$ cat config.mk
export PLATFORM = sky130hd
export DESIGN_NAME = asbla_ctrl
export DESIGN_NICKNAME = d
export VERILOG_FILES = /design/src/asbla_pkg.sv /design/src/asbla_ctrl.sv
export SDC_FILE = /design/constraint.sdc
export NUM_CORES = 1
export LEC_CHECK = 0
export BUFFER_PORTS_ARGS = -buffer_cell sky130_fd_sc_hd__buf_2
export CAP_MARGIN = 20
export CELL_PAD_IN_SITES_DETAIL_PLACEMENT = 1
export CELL_PAD_IN_SITES_GLOBAL_PLACEMENT = 2
export CORE_MARGIN = 2
export CORE_UTILIZATION = 25
export CTS_CLUSTER_SIZE = 20
export DETAILED_ROUTE_END_ITERATION = 10
export GPL_ROUTABILITY_DRIVEN = 0
export PLACE_DENSITY = 0.73
export SLEW_MARGIN = 20
export SYNTH_ARGS = -nofsm -noshare
export SYNTH_HDL_FRONTEND = slang
export SYNTH_SLANG_ARGS = --single-unit
$ cat constraint.sdc
create_clock -name clk -period 1.97 [get_ports clk]
set_input_delay 0.2955 -clock clk [delete_from_list [all_inputs] [get_ports clk]]
set_output_delay 0.2955 -clock clk [all_outputs]
set_load 0.05 [all_outputs]
$ cat src/asbla_pkg.sv
// Package for the static memory controller: pin widths and timing counts.
// Assumes a 10 MHz system clock.
package asbla_pkg;
  localparam int ADDR_W = 18;
  localparam int DATA_W = 16;
  localparam int CLK_PERIOD_NS = 100;
  // Settling time after supply is up, in microseconds
  localparam int POWER_UP_US = 1;
  localparam int POWER_UP_CYCLES = (POWER_UP_US * 1000 + CLK_PERIOD_NS - 1) / CLK_PERIOD_NS;
  // Strobe-to-float delay and data setup, in nanoseconds
  localparam int WRITE_TO_FLOAT_DELAY_NS = 8;
  localparam int DATA_SETUP_TO_WRITE_END_NS = 8;
  localparam int WRITE_PULSE_NS = WRITE_TO_FLOAT_DELAY_NS + DATA_SETUP_TO_WRITE_END_NS;
  localparam int WRITE_PULSE_RAW = (WRITE_PULSE_NS + CLK_PERIOD_NS - 1) / CLK_PERIOD_NS;
  localparam int WRITE_PULSE_CYCLES = (WRITE_PULSE_RAW < 1) ? 1 : WRITE_PULSE_RAW;
  // Read access time, in nanoseconds
  localparam int READ_ACCESS_NS = 20;
  localparam int READ_ACCESS_RAW = (READ_ACCESS_NS + CLK_PERIOD_NS - 1) / CLK_PERIOD_NS;
  localparam int READ_ACCESS_CYCLES = (READ_ACCESS_RAW < 1) ? 1 : READ_ACCESS_RAW;
  localparam int CNT_W = 8;

  typedef enum logic [2:0] {
    ST_POWER_UP,
    ST_IDLE,
    ST_WRITE_SETUP,
    ST_WRITE_PULSE,
    ST_WRITE_END,
    ST_READ_WAIT,
    ST_READ_END
  } asbla_state_type;
endpackage

$ cat src/asbla_ctrl.sv
// Controller that drives an asynchronous 16-bit static memory through its pins.
// Assumes one 10 MHz clock; the memory has no clock and the read data pins are
// sampled through three flip-flops as they come from outside.
`timescale 1ns/100ps

// Operation
// - A write begins only by driving both select and write strobe low.
// - Write data stays stable around the edge that ends the write.
// - A strobe-controlled write lasts at least float delay plus data setup.
// - Write strobe stays high for the whole of a read.
// - The address is valid no later than select falling for a read.
// - The first access waits the settling time after power comes up.
module asbla_ctrl
(
  input  wire logic                          clk,
  input  wire logic                          reset_n,
  input  wire logic                          reqValid,
  output logic                               reqReady,
  input  wire logic                          reqWrite,
  input  wire logic [asbla_pkg::ADDR_W-1:0]  reqAddr,
  input  wire logic [asbla_pkg::DATA_W-1:0]  reqWdata,
  input  wire logic [1:0]                    reqByteEn,
  output logic                               rspValid,
  output logic [asbla_pkg::DATA_W-1:0]       rspRdata,
  output logic [asbla_pkg::ADDR_W-1:0]       memAddr,
  output logic                               chipSel_n,
  output logic                               outDrive_n,
  output logic                               writeStrobe_n,
  output logic                               low_byte_sel_n,
  output logic                               high_byte_sel_n,
  input  wire logic [asbla_pkg::DATA_W-1:0]  memDataIn,
  output logic [asbla_pkg::DATA_W-1:0]       memDataOut,
  output logic [1:0]                         memDataOe
);

  typedef struct packed {
    asbla_pkg::asbla_state_type        state;
    logic [asbla_pkg::CNT_W-1:0]       cnt;
    logic [asbla_pkg::ADDR_W-1:0]      addr;
    logic [asbla_pkg::DATA_W-1:0]      wdata;
    logic [1:0]                        laneEn;
    logic                              cs_n;
    logic                              oe_n;
    logic                              we_n;
    logic [1:0]                        dataOe;
    logic                              rspValid;
    logic [asbla_pkg::DATA_W-1:0]      rdata;
    logic [asbla_pkg::DATA_W-1:0]      sync1;
    logic [asbla_pkg::DATA_W-1:0]      sync2;
    logic [asbla_pkg::DATA_W-1:0]      sync3;
  } asbla_regs_type;

  asbla_regs_type r;
  asbla_regs_type next_r;

  function automatic logic [asbla_pkg::CNT_W-1:0] cycles(input int n);
    cycles = asbla_pkg::CNT_W'(n - 1);
  endfunction

  // Merge only the lanes that were read
  function automatic logic [asbla_pkg::DATA_W-1:0] laneMerge(
    input logic [asbla_pkg::DATA_W-1:0] d,
    input logic [1:0]                   en);
    laneMerge = {en[1] ? d[15:8] : 8'h00, en[0] ? d[7:0] : 8'h00};
  endfunction

  always_comb
  begin
    next_r = r;
    next_r.sync1 = memDataIn;
    next_r.sync2 = r.sync1;
    next_r.sync3 = r.sync2;
    next_r.rspValid = 1'b0;
    case (r.state)
      asbla_pkg::ST_POWER_UP:
      begin
        if (r.cnt == '0)
          next_r.state = asbla_pkg::ST_IDLE;
        else
          next_r.cnt = r.cnt - 1'b1;
      end
      asbla_pkg::ST_IDLE:
      begin
        if (reqValid)
        begin
          // Address and lanes settle one cycle before select falls
          next_r.addr = reqAddr;
          next_r.wdata = reqWdata;
          next_r.laneEn = reqByteEn;
          if (reqWrite)
          begin
            next_r.oe_n = 1'b1;
            next_r.state = asbla_pkg::ST_WRITE_SETUP;
          end
          else
          begin
            // One address setup cycle, the access time, then three sync flops
            next_r.cnt = cycles(asbla_pkg::READ_ACCESS_CYCLES + 4);
            next_r.we_n = 1'b1;
            next_r.state = asbla_pkg::ST_READ_WAIT;
          end
        end
      end
      asbla_pkg::ST_WRITE_SETUP:
      begin
        // Both select and strobe fall together; data driven from now on
        next_r.cs_n = 1'b0;
        next_r.we_n = 1'b0;
        next_r.dataOe = r.laneEn;
        next_r.cnt = cycles(asbla_pkg::WRITE_PULSE_CYCLES + 1);
        next_r.state = asbla_pkg::ST_WRITE_PULSE;
      end
      asbla_pkg::ST_WRITE_PULSE:
      begin
        if (r.cnt == '0)
        begin
          // Strobe rises first; select and data stay one more cycle
          next_r.we_n = 1'b1;
          next_r.state = asbla_pkg::ST_WRITE_END;
        end
        else
          next_r.cnt = r.cnt - 1'b1;
      end
      asbla_pkg::ST_WRITE_END:
      begin
        next_r.cs_n = 1'b1;
        next_r.dataOe = 2'h0;
        next_r.rspValid = 1'b1;
        next_r.state = asbla_pkg::ST_IDLE;
      end
      asbla_pkg::ST_READ_WAIT:
      begin
        if (r.cnt == '0)
        begin
          next_r.rdata = laneMerge(r.sync3, r.laneEn);
          next_r.cs_n = 1'b1;
          next_r.oe_n = 1'b1;
          next_r.state = asbla_pkg::ST_READ_END;
        end
        else
        begin
          // Select falls one cycle after the address has settled
          next_r.cs_n = 1'b0;
          next_r.oe_n = 1'b0;
          next_r.cnt = r.cnt - 1'b1;
        end
      end
      asbla_pkg::ST_READ_END:
      begin
        // One idle cycle lets the memory float before any write drives
        next_r.rspValid = 1'b1;
        next_r.state = asbla_pkg::ST_IDLE;
      end
      default:
        next_r.state = asbla_pkg::ST_IDLE;
    endcase
  end

  always_ff @(posedge clk)
  begin
    if (!reset_n)
    begin
      r <= '0;
      r.state <= asbla_pkg::ST_POWER_UP;
      r.cnt <= cycles(asbla_pkg::POWER_UP_CYCLES);
      r.cs_n <= 1'b1;
      r.oe_n <= 1'b1;
      r.we_n <= 1'b1;
      r.laneEn <= 2'h0;
    end
    else
      r <= next_r;
  end

  assign reqReady = (r.state == asbla_pkg::ST_IDLE);
  assign rspValid = r.rspValid;
  assign rspRdata = r.rdata;
  assign memAddr = r.addr;
  assign chipSel_n = r.cs_n;
  assign outDrive_n = r.oe_n;
  assign writeStrobe_n = r.we_n;
  // Lanes are enabled only while selected
  assign low_byte_sel_n = r.cs_n | ~r.laneEn[0];
  assign high_byte_sel_n = r.cs_n | ~r.laneEn[1];
  assign memDataOut = r.wdata;
  assign memDataOe = r.dataOe;

  AST_WRITE_NEEDS_BOTH: assert property (@(posedge clk) disable iff (!reset_n)
    !writeStrobe_n |-> !chipSel_n) else $error("strobe low without select");
  AST_READ_STROBE_HIGH: assert property (@(posedge clk) disable iff (!reset_n)
    (!outDrive_n && !chipSel_n) |-> writeStrobe_n) else $error("strobe low in read");
  AST_PULSE_LENGTH: assert property (@(posedge clk) disable iff (!reset_n)
    $fell(writeStrobe_n) |-> !writeStrobe_n [*2]) else $error("write pulse too short");
  AST_DATA_HOLD: assert property (@(posedge clk) disable iff (!reset_n)
    $rose(writeStrobe_n) |-> !chipSel_n && memDataOe == $past(memDataOe)
      && $stable(memDataOut)) else $error("data not held at write end");
  AST_NO_DRIVE_IN_READ: assert property (@(posedge clk) disable iff (!reset_n)
    !outDrive_n |-> memDataOe == 2'h0) else $error("bus contention in read");
  AST_ADDR_STABLE: assert property (@(posedge clk) disable iff (!reset_n)
    !chipSel_n |-> $stable(memAddr)) else $error("address moved while selected");
  AST_POWER_WAIT: assert property (@(posedge clk)
    $rose(reset_n) |-> chipSel_n [*8]) else $error("access before settling");
  AST_WRITE_LANES: assert property (@(posedge clk) disable iff (!reset_n)
    !writeStrobe_n |-> memDataOe == ~{high_byte_sel_n, low_byte_sel_n})
    else $error("lane enables differ from driven lanes");
  AST_RESPONSE: assert property (@(posedge clk) disable iff (!reset_n)
    $rose(chipSel_n) |-> ##[0:1] rspValid)
    else $error("no response after access");

  COV_WRITE: cover property (@(posedge clk) disable iff (!reset_n)
    $fell(writeStrobe_n) ##[1:5] rspValid);
  COV_READ: cover property (@(posedge clk) disable iff (!reset_n)
    $fell(outDrive_n) ##[1:8] rspValid);
  COV_LOW_ONLY: cover property (@(posedge clk) disable iff (!reset_n)
    !chipSel_n && !low_byte_sel_n && high_byte_sel_n);
endmodule

# Yosys cells after proc, flatten, opt, wreduce, memory -nomap -nowiden
# Cells that the tools add are included.
dict set report word_totals {
  register_bits 117
  latchBits 0
  ram_bits 0
  mem_bits_ro 0
  input_bits 56
  memories 0
}
dict set report classes {
  addsub 1
  multipliers 0
  div_mod_pow 0
  magnitude_cmp 0
  eq_ne 13
  shifts 0
  muxes 21
  n_bitwise 4
  n_reduce_logical 15
}
# operator n
set op_table {}
lappend op_table {{$mux W47} 1}
lappend op_table {{$mux W8} 4}
lappend op_table {{$pmux W8 S3} 1}
lappend op_table {{$pmux W3 S5} 1}
lappend op_table {{$mux W3} 4}
lappend op_table {{$ne A2 B2 Y1 const B} 6}
lappend op_table {{$reduce_and A4 Y1} 3}
lappend op_table {{$eq A3 B3 Y1 const B} 3}
lappend op_table {{$reduce_bool A3 Y1} 3}
lappend op_table {{$logic_not A8 Y1} 1}
lappend op_table {{$sub A8 B1 Y8 const B} 1}
lappend op_table {{$eq A3 B2 Y1 const B} 2}
lappend op_table {{$pmux W1 S3} 2}
lappend op_table {{$mux W1} 4}
lappend op_table {{$mux W2} 2}
lappend op_table {{$pmux W2 S2} 1}
lappend op_table {{$reduce_and A2 Y1} 2}
lappend op_table {{$reduce_bool A2 Y1} 2}
lappend op_table {{$eq A3 B1 Y1 const B} 1}
lappend op_table {{$logic_not A3 Y1} 1}
lappend op_table {{$reduce_and A3 Y1} 1}
lappend op_table {{$reduce_or A3 Y1} 1}
lappend op_table {{$ne A2 B1 Y1 const B} 1}
lappend op_table {{$not A1 Y1} 2}
lappend op_table {{other kinds (3)} 4}

# Longest topological paths before layout
dict set report logic_depth {
  word_depth 4
  mapped_depth 9
  ltp_nobuf 7
}

# Least setup slack after synthesis
# Ideal clock, no wire load.
dict set report synth_timing {
  path_type {reg2reg}
  from {register r[116] (netlist name)}
  to {register r[71] (netlist name)}
  t_arrival_ps 1992
  t_required_ps 1838
  slack_ps -154
  stages_incl_launch_ff 8
  path_buffers 3
  synth_period_minus_slack_ps 2124
  path_cell_list {dfxtp_1 clkbuf_1 buf_2 nor2_1 nand2_1 buf_2 nand2_1 a21oi_1}
}
dict set report synth_via {
  elab_chain_len 2
}
# element line_no
set synth_lines {}
lappend synth_lines {{start, declared} asbla_ctrl.sv:53} ;# asbla_regs_type r;
lappend synth_lines {{start signal, assigned} asbla_ctrl.sv:172} ;# r <= next_r;
lappend synth_lines {{$eq A3 B1 Y1} -}
lappend synth_lines {{named net reqReady} asbla_ctrl.sv:18} ;# output logic reqReady,
lappend synth_lines {{$reduce_and A2 Y1 (no source line)} -}
# The timed path passes the listed nets, and every way through them passes these cells.
# A chain may end at the register's enable or synchronous reset.

# Final worst setup path
dict set report layout_timing {
  from {register r[106] (netlist name)}
  to {register r[112] (netlist name)}
}
dict set report layout_via {
  elab_chain_len 3
  elab_cells_between_ends 6
}
# element
set layout_lines {}
lappend layout_lines {{$sub A8 B1 Y8 / $logic_not A8 Y1 (equally long branches)}}
lappend layout_lines {{$mux W8 / $ne A2 B2 Y1 (equally long branches)}}
lappend layout_lines {{$pmux W8 S3 / $reduce_and A4 Y1 (equally long branches)}}
# Several ways; a longest one is shown, not always the timed one. The select of a mux whose other input is x is not followed.

==> metrics <==
outcome=complete, no violations; synthesis warning total=0; initial antenna violation count=0; DR WL/cell=13.7 um; Mapped Cells=a little over 500; CTS tree=built; DRC Markers=0; Yosys top cell by area=dfxtp_1; Post-Syn Nets=568; TritonCTS Buffers=17; Final Max Slew Viols=0; Slew @ Worst Pin=501 ps; most frequent cells in the layout=dfxtp_1, buf_2, nand2_1; fillcell total=2075; Synth Cell Area=4480 um^2; hold-fix buffers at CTS=0; clock slew at reported path FFs=60 ps; largest net degree at the start of global routing=50; Die W=138 um; vias in the first global route=3633; DRT Pass-1 Iters=4; Post-synth EDFFs=0; total track usage=around 12%; first-pass GRT wire length=around 18000 um; slew margin rel.=66.6%; max frequency=526 MHz; final core occ=32.4%; clk_skew=~8 ps; peak supply drop=597 uV; HPWL after DPL=7860 um; final count of negative-setup-slack endpoints=0; CP arrival=about 2200 ps; Post-Syn Area per Cell=8.79 um^2; Hold Crit Class=in -> reg; Area growth syn-to-layout=25.9%; async set-reset flop share out of synthesis=0%; Root Buffer=clkbuf_16; proportion of layout cells with a drive suffix above 1=29.2%; # port buffers=roughly 110; most common cell after layout, fill and taps aside=dfxtp_1; Initial Util=25.7%; Bufs on Longest Clock Path=2; critical path class=reg -> reg; Detailed Route WL=11200 um; # Max-Cap Violations=0; antenna viol nets, final=0; final worst path period share=96.5%; prevailing post-synth register cell=dfxtp_1; Placed Area=4990 um^2; Pleak=2.36 nW; I/O Pins=115; CP required=2310 ps; via count=around 3500; Worst setup SP type=flip-flop; post-synthesis cell type count=between 40 and 50; nets=641; Antenna Cells=0; Fin. Hold Viols=0; FP Rows=48; critical path fanouts, max=6; total gr overflow=0; Iteration-0 DRC Markers=~120; Core Footprint=17400 um^2; Yosys reg bits=117; CTS HTree Levels=4; top post-synthesis cells by area=dfxtp_1, buf_4, nand2_1; sequential area share after synthesis=between 50 and 60%; critical path capture point type=flip-flop; Pwr Density=approximately 1300 nW/um^2; DIE AREA=19000 um^2; via/cell ratio=4.32; fin area=between 5000 and 6000 um^2; CTS sink cnt=117; DIE HEIGHT=138 um; Tmin final=1900 ps; post-synth top area share=52.3%; clk_lat worst skew=about 400 ps
## critical path, cell delays in order, from the launching register on
cell	delay (ps)
dfxtp_2	370
inv_1	80
ha_1	200
nor4b_2	160
nand2_1	100
buf_4	160
o211ai_4	100
or4_1	480
a21oi_1	170
## cell type report
cell class,count,area (um^2),area share [%]
timing repair buffer,133,738,13.1
tap,225,282,4.99
inverter,10,37.5,0.665
multi-input combinational,304,1620,28.7
clock inverter,14,190,3.37
clock buffer,18,429,7.61
sequential,117,2340,41.6
## state kept, by name, indices dropped and copies added (netlist names)
register       flops
memDataOe          2
memAddr           18
chipSel_n          1
r                 29
writeStrobe_n      1
rspValid           1
next_r            32
rspRdata          16
outDrive_n         1
memDataOut        16
## power breakdown
group	switching, mW	total (mW)	internal, mW
Combinational	0.777	1.22	0.444
Clock	1.20	3.23	2.03
Sequential	0.126	2.67	2.54
## final timing paths
| path | start | end | slack, ps | cells after the start |
|---|---|---|---|---|
| min reg2reg | next_r[15] | r[15] | 430 | 1 |
| min | memDataIn[11] | next_r[27] | 80 | 2 |
| max | r[106] | r[112] | 70 | 8 |
| max reg2reg | r[106] | r[112] | 70 | 8 |
## synthesized netlist by cell type, types with 2 or more instances
master,count
mux2_1,2
nand2b_1,7
buf_4,52
or3_1,3
dfxtp_1,117
a21oi_1,65
o21ai_1,2
buf_2,7
o31ai_1,5
o211ai_1,2
and2_1,49
nor3_1,4
a221o_1,2
inv_1,9
o22a_1,2
o21ai_0,5
ha_1,2
a22oi_1,2
clkbuf_1,21
nor2b_1,2
nand3_1,20
nand2_1,100
or4_1,2
nand3b_1,3
nor2_1,9
## cell families after synthesis
kind of cell             count (synthesis)  synth area share, %
AO/OA/AOI/OAI                           93                 12.1
buffers and inverters                   90                 12.1
flip-flops                             117                 52.3
multiplexers                             3                0.726
XOR/XNOR                                 1                0.195
AND/OR/NAND/NOR                        204                 22.0
adder cells (fa/ha/maj)                  2                0.558
## per-layer routing
metal,global-route usage (%),wire length (um),up-vias
li1,-,-,1779
met1,13.7,4820,1670
met2,21.4,5620,84
met3,4.20,634,11
met4,4.93,142,0
met5,0,0,-
## through the flow
step           worst slack, ps  setup TNS (ps)  power [mW]  instances  hold slack [ps]
2_1_floorplan              148               0        3.60        510              412
3_3_place_gp               145               0        3.85        787              415
3_5_place_dp              22.9               0        3.91        787              421
4_1_cts                   19.5               0        7.18        819             66.6
5_1_grt                  -15.8           -15.8        7.49        821             62.2
6_report                  69.5               0        7.12        821             83.5
## what timing repair did
action | in CTS | in global routing
setup endpoints to repair | 0 | 24
resized for setup | 0 | 3
setup buffers | 0 | 1
hold endpoints to repair | 0 | 0
Power figures use the tool's default switching activity.
